## src/tsop_pkg.sv

```systemverilog
// constants and types shared by the time-slotted sample output port
package tsop_pkg;

   // register byte offsets on the avalon slave
   localparam logic [3:0]  ADDR_CTRL      = 4'h0;
   localparam logic [3:0]  ADDR_STATUS    = 4'h4;
   localparam logic [3:0]  ADDR_RESULT    = 4'h8;

   // control register fields and reset value
   localparam int          CTRL_EN_BIT    = 0;
   localparam int          CTRL_LP_BIT    = 1;
   localparam logic [1:0]  CTRL_RESET     = 2'h1;

   // status register fields
   localparam int          ST_SLOT_LSB    = 0;
   localparam int          ST_LP_BIT      = 3;
   localparam int          ST_TEST_BIT    = 4;
   localparam int          ST_OVR_BIT     = 5;
   localparam int          ST_VALID_BIT   = 6;

   // positions of the pin inputs in the synchroniser vector
   localparam int          PIN_W          = 8;
   localparam int          IN_MCLK        = 0;
   localparam int          IN_FS          = 1;
   localparam int          IN_LP          = 2;
   localparam int          IN_TS0         = 3;
   localparam int          IN_TS1         = 4;
   localparam int          IN_TS2         = 5;
   localparam int          IN_TEST        = 6;
   localparam int          IN_MOD         = 7;

   // word timing in master clock edges: 32 per word, 4 per slot
   localparam logic [4:0]  TICK_LAST      = 5'h1f;
   localparam int          BYTE_SEL_BIT   = 1;
   localparam int          SLOT_LSB       = 2;

   // result word layout and accumulator step per modulator one
   localparam int          WORD_W         = 16;
   localparam logic [11:0] ACC_STEP       = 12'h080;
   localparam logic [11:0] ACC_FULL       = 12'hfff;

   // output drive state, one-hot
   typedef enum logic [2:0] {
      TSOP_IDLE = 3'b001,
      TSOP_HIGH = 3'b010,
      TSOP_LOW  = 3'b100
   } tsop_bus_st_t;

endpackage

```

## src/tsop_buf2.sv

```systemverilog
// two-entry word buffer with valid and ready on both sides
`timescale 1ns/1ps
module tsop_buf2 (
   // clock and reset
   input  wire logic                        clk_sys,
   input  wire logic                        srst,
   // filling side
   input  wire logic                        in_valid,
   output logic                             in_ready,
   input  wire logic [tsop_pkg::WORD_W-1:0] in_data,
   // draining side
   output logic                             out_valid,
   input  wire logic                        out_ready,
   output logic [tsop_pkg::WORD_W-1:0]      out_data
);

   typedef struct packed {
      logic [1:0][tsop_pkg::WORD_W-1:0] mem;
      logic                             rd;
      logic [1:0]                       cnt;
   } tsop_buf_st_t;

   tsop_buf_st_t q;
   tsop_buf_st_t n;
   logic         wr_en;
   logic         rd_en;

   // full and empty straight from the entry count
   assign in_ready  = (q.cnt != 2'h2);
   assign out_valid = (q.cnt != 2'h0);
   assign out_data  = q.mem[q.rd];

   // next state: write behind the read pointer, pop from it
   always_comb begin
      n     = q;
      wr_en = in_valid & in_ready;
      rd_en = out_ready & out_valid;
      if (wr_en) begin
         n.mem[q.rd ^ q.cnt[0]] = in_data;
      end
      if (rd_en) begin
         n.rd = ~q.rd;
      end
      n.cnt = q.cnt + {1'b0, wr_en} - {1'b0, rd_en};
   end

   // state register
   always_ff @(posedge clk_sys) begin
      if (srst) begin
         q <= '0;
      end else begin
         q <= n;
      end
   end

endmodule

```

## src/tsop_port.sv

```systemverilog
// time-slotted byte output port of the converter with avalon register slave
// Operation
// three slot inputs pick one of eight periods
// frame rising edge restarts the decimation filter
// frame rising edge zeroes the slot counter
// bus driven only in own slot
// two bytes, high eight data bits first
// second byte: four data, three status, spare
// low power request high stops the port
// partner supplies steady master clock, nominally 1.024 MHz
// partner ties test input to ground
// one word every 32 master clocks
// each converter on a bus gets own slot
// slot index binary, bit2 most significant
// reader captures both bytes inside the slot
`timescale 1ns/1ps
module tsop_port (
   // system clock and reset
   input  wire logic        clk_sys,
   input  wire logic        srst,
   // converter pins
   input  wire logic        master_clock_in,
   input  wire logic        frame_restart_in,
   input  wire logic        low_power_request,
   input  wire logic        slot_select_bit0,
   input  wire logic        slot_select_bit1,
   input  wire logic        slot_select_bit2,
   input  wire logic        factory_test_in,
   input  wire logic        modulator_bit_in,
   // shared byte bus
   output logic [7:0]       result_byte_bus_out,
   output logic             result_byte_bus_oe,
   // avalon-mm slave
   input  wire logic [3:0]  avs_address,
   input  wire logic        avs_read,
   input  wire logic        avs_write,
   input  wire logic [31:0] avs_writedata,
   output logic [31:0]      avs_readdata,
   output logic             avs_waitrequest
);

   typedef struct packed {
      logic [tsop_pkg::PIN_W-1:0]  s1;
      logic [tsop_pkg::PIN_W-1:0]  s2;
      logic [tsop_pkg::PIN_W-1:0]  s3;
      logic [tsop_pkg::PIN_W-1:0]  stab;
      logic [4:0]                  tick;
      logic [11:0]                 acc;
      logic                        sat;
      logic [tsop_pkg::WORD_W-1:0] cur_word;
      logic                        cur_valid;
      tsop_pkg::tsop_bus_st_t      bst;
      logic [7:0]                  bus_out;
      logic                        bus_oe;
      logic [1:0]                  ctrl;
      logic                        overrun;
      logic [tsop_pkg::WORD_W-1:0] last_word;
      logic                        waitreq;
      logic [31:0]                 rdata;
   } tsop_st_t;

   tsop_st_t                    q;
   tsop_st_t                    n;
   logic                        mclk_rise;
   logic                        fs_rise;
   logic                        lp_act;
   logic [2:0]                  slot_sel;
   logic [12:0]                 acc_sum;
   logic [11:0]                 acc_next;
   logic                        sat_next;
   logic                        buf_push;
   logic                        buf_in_ready;
   logic [tsop_pkg::WORD_W-1:0] buf_word;
   logic                        buf_pop;
   logic                        buf_out_valid;
   logic [tsop_pkg::WORD_W-1:0] buf_out_word;

   // words wait here until the output sequencer takes them
   tsop_buf2 tsop_buf2_i (
      .clk_sys   (clk_sys),
      .srst      (srst),
      .in_valid  (buf_push),
      .in_ready  (buf_in_ready),
      .in_data   (buf_word),
      .out_valid (buf_out_valid),
      .out_ready (buf_pop),
      .out_data  (buf_out_word)
   );

   // outputs straight from the state register
   assign result_byte_bus_out = q.bus_out;
   assign result_byte_bus_oe  = q.bus_oe;
   assign avs_readdata        = q.rdata;
   assign avs_waitrequest     = q.waitreq;

   // next state of the whole port
   always_comb begin
      n         = q;
      buf_push  = 1'b0;
      buf_pop   = 1'b0;
      buf_word  = '0;
      acc_sum   = '0;
      acc_next  = q.acc;
      sat_next  = q.sat;
      // three-stage synchronisers; a change counts when stages two and three agree
      n.s1      = {modulator_bit_in, factory_test_in, slot_select_bit2, slot_select_bit1,
                   slot_select_bit0, low_power_request, frame_restart_in, master_clock_in};
      n.s2      = q.s1;
      n.s3      = q.s2;
      n.stab    = (q.s2 & q.s3) | (q.stab & (q.s2 | q.s3));
      mclk_rise = n.stab[tsop_pkg::IN_MCLK] & ~q.stab[tsop_pkg::IN_MCLK];
      fs_rise   = n.stab[tsop_pkg::IN_FS] & ~q.stab[tsop_pkg::IN_FS];
      lp_act    = n.stab[tsop_pkg::IN_LP] | q.ctrl[tsop_pkg::CTRL_LP_BIT];
      slot_sel  = {n.stab[tsop_pkg::IN_TS2], n.stab[tsop_pkg::IN_TS1],
                   n.stab[tsop_pkg::IN_TS0]};

      // conversion: low power parks it, frame edge restarts it, else step per master edge
      if (lp_act) begin
         n.tick      = '0;
         n.acc       = '0;
         n.sat       = 1'b0;
         n.cur_valid = 1'b0;
      end else if (fs_rise) begin
         n.acc       = '0;
         n.sat       = 1'b0;
         n.cur_valid = 1'b0;
         n.tick      = '0;
      end else if (mclk_rise) begin
         acc_sum  = {1'b0, q.acc} + {1'b0, (n.stab[tsop_pkg::IN_MOD] ? tsop_pkg::ACC_STEP : 12'h000)};
         acc_next = acc_sum[12] ? tsop_pkg::ACC_FULL : acc_sum[11:0];
         sat_next = q.sat | acc_sum[12];
         n.tick   = q.tick + 5'h01;
         n.acc    = acc_next;
         n.sat    = sat_next;
         if (q.tick == tsop_pkg::TICK_LAST) begin
            // low byte: four data bits, three status bits, one spare
            buf_word    = {acc_next, q.overrun, n.stab[tsop_pkg::IN_TEST], sat_next, 1'b0};
            buf_push    = 1'b1;
            n.last_word = buf_word;
            n.acc       = '0;
            n.sat       = 1'b0;
            buf_pop     = q.ctrl[tsop_pkg::CTRL_EN_BIT] & buf_out_valid;
            n.cur_valid = buf_pop;
            if (buf_pop) begin
               n.cur_word = buf_out_word;
            end
         end
      end

      // a word the buffer cannot take is lost and flagged; the set beats a clear
      if (avs_write && !q.waitreq && avs_address == tsop_pkg::ADDR_STATUS &&
          avs_writedata[tsop_pkg::ST_OVR_BIT]) begin
         n.overrun = 1'b0;
      end
      if (buf_push && !buf_in_ready) begin
         n.overrun = 1'b1;
      end

      // bus drive: only inside the selected slot, high byte in the slot's first half
      if (n.cur_valid && !lp_act && n.tick[4:tsop_pkg::SLOT_LSB] == slot_sel) begin
         n.bst = n.tick[tsop_pkg::BYTE_SEL_BIT] ? tsop_pkg::TSOP_LOW : tsop_pkg::TSOP_HIGH;
      end else begin
         n.bst = tsop_pkg::TSOP_IDLE;
      end
      case (n.bst)
         tsop_pkg::TSOP_HIGH: begin
            n.bus_out = n.cur_word[15:8];
            n.bus_oe  = 1'b1;
         end
         tsop_pkg::TSOP_LOW: begin
            n.bus_out = n.cur_word[7:0];
            n.bus_oe  = 1'b1;
         end
         default: begin
            n.bus_out = 8'h00;
            n.bus_oe  = 1'b0;
         end
      endcase

      // avalon slave: waitrequest drops for one cycle, read data loaded with it
      n.waitreq = 1'b1;
      if ((avs_read || avs_write) && q.waitreq) begin
         n.waitreq = 1'b0;
         n.rdata   = 32'h0000_0000;
         case (avs_address)
            tsop_pkg::ADDR_CTRL: begin
               n.rdata[1:0] = q.ctrl;
            end
            tsop_pkg::ADDR_STATUS: begin
               n.rdata[tsop_pkg::ST_SLOT_LSB+:3]  = slot_sel;
               n.rdata[tsop_pkg::ST_LP_BIT]       = lp_act;
               n.rdata[tsop_pkg::ST_TEST_BIT]     = n.stab[tsop_pkg::IN_TEST];
               n.rdata[tsop_pkg::ST_OVR_BIT]      = q.overrun;
               n.rdata[tsop_pkg::ST_VALID_BIT]    = q.cur_valid;
            end
            tsop_pkg::ADDR_RESULT: begin
               n.rdata[tsop_pkg::WORD_W-1:0] = q.last_word;
            end
            default: begin
               n.rdata = 32'h0000_0000;
            end
         endcase
      end
      if (avs_write && !q.waitreq && avs_address == tsop_pkg::ADDR_CTRL) begin
         n.ctrl = avs_writedata[1:0];
      end
   end

   // state register
   always_ff @(posedge clk_sys) begin
      if (srst) begin
         q         <= '0;
         q.bst     <= tsop_pkg::TSOP_IDLE;
         q.ctrl    <= tsop_pkg::CTRL_RESET;
         q.waitreq <= 1'b1;
      end else begin
         q <= n;
      end
   end
endmodule

```

## config.mk

```make
export PLATFORM = sky130hd
export DESIGN_NAME = tsop_port
export DESIGN_NICKNAME = d
export VERILOG_FILES = /design/src/tsop_pkg.sv /design/src/tsop_buf2.sv /design/src/tsop_port.sv
export SDC_FILE = /design/constraint.sdc
export NUM_CORES = 1
export LEC_CHECK = 0
export BUFFER_PORTS_ARGS = -buffer_cell sky130_fd_sc_hd__buf_2
export CAP_MARGIN = 20
export CORE_MARGIN = 5
export CORE_UTILIZATION = 50
export CTS_CLUSTER_DIAMETER = 100
export DETAILED_ROUTE_END_ITERATION = 10
export GPL_TIMING_DRIVEN = 1
export PLACE_DENSITY = 0.81
export SYNTH_ARGS = -nofsm -noshare
export SYNTH_HDL_FRONTEND = slang
export SYNTH_HIERARCHICAL = 1
export SYNTH_SLANG_ARGS = --single-unit
```

## constraint.sdc

```tcl
create_clock -name clk_sys -period 3 [get_ports clk_sys]
set_input_delay 0.3 -clock clk_sys [delete_from_list [all_inputs] [get_ports clk_sys]]
set_output_delay 0.3 -clock clk_sys [all_outputs]
set_load 0.05 [all_outputs]
```

==> flow_summary.toml <==
[setup_path]
cp-start-kind = "flip-flop"
rr_worst_depth = 10
critPathCapture = "tsop_buf2_i/q[17]"
cp_cell_sequence = "ha_4 -> and3_4 -> ha_4 -> nand4b_4 -> or4_4 -> buf_4 -> nor2_1 -> nand3b_1 -> o21ai_0 -> a211oi_1"
endpoint_kind = "flip-flop"
critical_path_depth = 10
required_ps = 3330
reg2reg_slack_ps = 170
crit_path_frequent_cell = "ha_4"
crit_type = "reg -> reg"
r2r-end = "tsop_buf2_i/q[17]"
cp_max_fo = 19
crit_buf_inv = 1
reg2reg_from = "q[94]"
critPathMaxStageDelay_ps = 560
crit_slowest_cell = "or4_4"
crit_path_start = "q[94]"
critical_path.top_delay_family = "simple AND/OR/NAND/NOR gates"
worstPathArrival_ps = 3160

[finish]
layout_common_cells = "dfxtp_1 (142), a21oi_1 (64), nand2_1 (54), o21ai_0 (51), o21bai_1 (48)"
seqCellArea_sq_mm = 0.00293
fin_cells = 990
finalInstanceArea_sq_mm = 0.00777
drive_above_1_share_pct = 20.7
fillers = 1191
utilization_pct = 56.0
layout.nets = 851
n_antenna_cell = 0
area_growth_syn_to_layout_pct = 10.1
multi_input_area_sq_mm = 0.00357
final_common_cell = "dfxtp_1"

[cts]
root_buffer = "clkbuf_16"
clk_latency_ps = 430
cts_post_setup_buffers_inserted = 0
hold_buffers = 0
cts_tree = "built"
path_clk_slew_ps = 60
clk_path_buf_depth = 2
cts_max_level = 4
numCtsBuffers = 17
cts-resized-gates = 0
cts.sinks = 146

[status]
outcome = "completed"

[global_route]
grt_max_degree = 84
grt_pass1_wl_mm = 25.8
grt-ovfl-total = 0
first_global_vias = 5227
grtUsageTotal_pct = 19.2
antenna_found_initial = 0

[power]
internal_power_mw = 3.07
seq_power_share_pct = 48.0
swShare_pct = 24.8
p_leak_nw = 3.06
power_density_mw_per_mm2 = 525
vdd_drop_max_mv = 0.423
totalPowerFinal_mw = 4.08
p_clk_share_pct = 48.6
p_sw_mw = 1.01
pwr-share-comb_pct = 3.4

[logic_synthesis]
synth_seq_cells = 146
synthCells = 790
netlist_area_sq_mm = 0.00706
synth_edf_count = 0
synth_flop_cell = "dfxtp_1"
synth-async-reset-ratio_pct = 0
ys_seq_area_share_pct = 41.4
yosysWarnings = 6
ys_types = 57
syn_avg_cell_area_sq_um = 8.94

[run]
drv_cap = 0

[placement]
dp_slack_ps = 206
place_congestion = 0.840
port_buffers = 44
post-dp-hpwl_mm = 10.1
placed_cell_area_sq_mm = 0.00722
dp_cells = 958

[timing]
hold_violations = 0
rsz0062_at_grt = "false"
setup_tns_ps = 0
slew_violations = 0
whs_ps = 77.6
finalSetupViolCount = 0
fmax_mhz = 353
period_minus_slack_ps = 2830
final.setup_skew_ps = 7.61
fin_crit_sh_pct = 94.4
setup_ws_ps = 168
slew-limit-headroom_pct = 44.4
worst_pin_slew_ps = 834

[worst_hold_path]
hold_path.class = "in -> reg"
min_path_cells = 2

[drt]
vias = 5650
drtAntennaViolNets = 0
avgViaCountPerCell = 5.71
drc = 0
wire_per_inst_microns = 15.9
first_iter_violations = 546
routed_wl_mm = 15.7
drt_pass1_iterations = 5

[die]
rows = 43
core_area_sq_mm = 0.0139
initial_core_util_pct = 50.9
die_area_sq_mm = 0.0166
pin_count = 90
die_h_microns = 129
die_w_microns = 129
==> power groups by stage <==
stage | clock network, mW | logic [mW] | registers, mW
4_1_cts | 2.01 | 0.138 | 1.96
2_1_floorplan | 0 | 0.120 | 2.01
3_5_place_dp | 0 | 0.138 | 2.00
3_3_place_gp | 0 | 0.137 | 2.00
5_1_grt | 2.10 | 0.149 | 1.96
6_report | 1.98 | 0.139 | 1.96
==> metal layers <==
layer	wire [microns]	GRT usage [%]	up-vias	part of all wire, %
li1	-	-	2766	-
met1	7110	26.0	2683	45
met2	7350	30.3	178	47
met3	1050	5.19	23	6.7
met4	234	5.56	0	1.5
met5	0	0	-	0
==> how the worst min path moves through the flow <==
stage                                start  endpoint
after global placement              n[117]    n[109]
after floorplan                     n[115]    n[107]
after detailed placement            n[121]    n[113]
final                     slot_select_bit0    n[118]
after global routing      slot_select_bit2    n[120]
after CTS                 slot_select_bit0    n[118]
==> worst register-to-register path: stages (launching register included) <==
cell and delay, ps:
dfxtp_2 370, ha_4 140, and3_4 190, ha_4 160, nand4b_4 190, or4_4 560
buf_4 220, nor2_1 330, nand3b_1 180, o21ai_0 100, a211oi_1 290
==> cells in the mapped netlist (11+ instances only) <==
cell	count	share of area, %
a21oi_2	11	1.4
o21ai_0	53	3.8
nand3b_1	17	1.8
a22oi_1	15	1.6
nor2_1	45	2.4
or2_2	18	1.6
dfxtp_1	146	41
inv_1	12	0.64
nand2_1	54	2.9
o21bai_1	48	5.1
buf_4	44	4.7
o21a_1	15	1.6
nor2b_1	33	2.9
mux2_2	16	2.6
a211oi_1	40	4.3
clkbuf_1	29	1.5
a21oi_1	64	4.5
nand3_1	11	0.78
==> cell families after synthesis <==
family	share of synthesized area, %
other	0.0531
buffers and inverters	9.43
adder cells (fa/ha/maj)	1.79
AO/OA/AOI/OAI	24.2
XOR/XNOR	1.24
AND/OR/NAND/NOR	18.6
multiplexers	3.26
flip-flops	41.4
==> final cells by class <==
class / count / share of cell area, %
Inverter: 14 / 0.773
Clock inverter: 14 / 1.59
Multi-Input combinational cell: 551 / 46.0
Tap cell: 180 / 2.90
Timing Repair Buffer: 67 / 5.57
Clock buffer: 18 / 5.52
Sequential cell: 146 / 37.7
==> registers in the layout (all words and copies together) (netlist names) <==
register,flops
avs_readdata,16
avs_waitrequest,1
n,16
q,69
result_byte_bus_oe,1
result_byte_bus_out,8
tsop_buf2_i/q,35
Power figures use the tool's default switching activity.
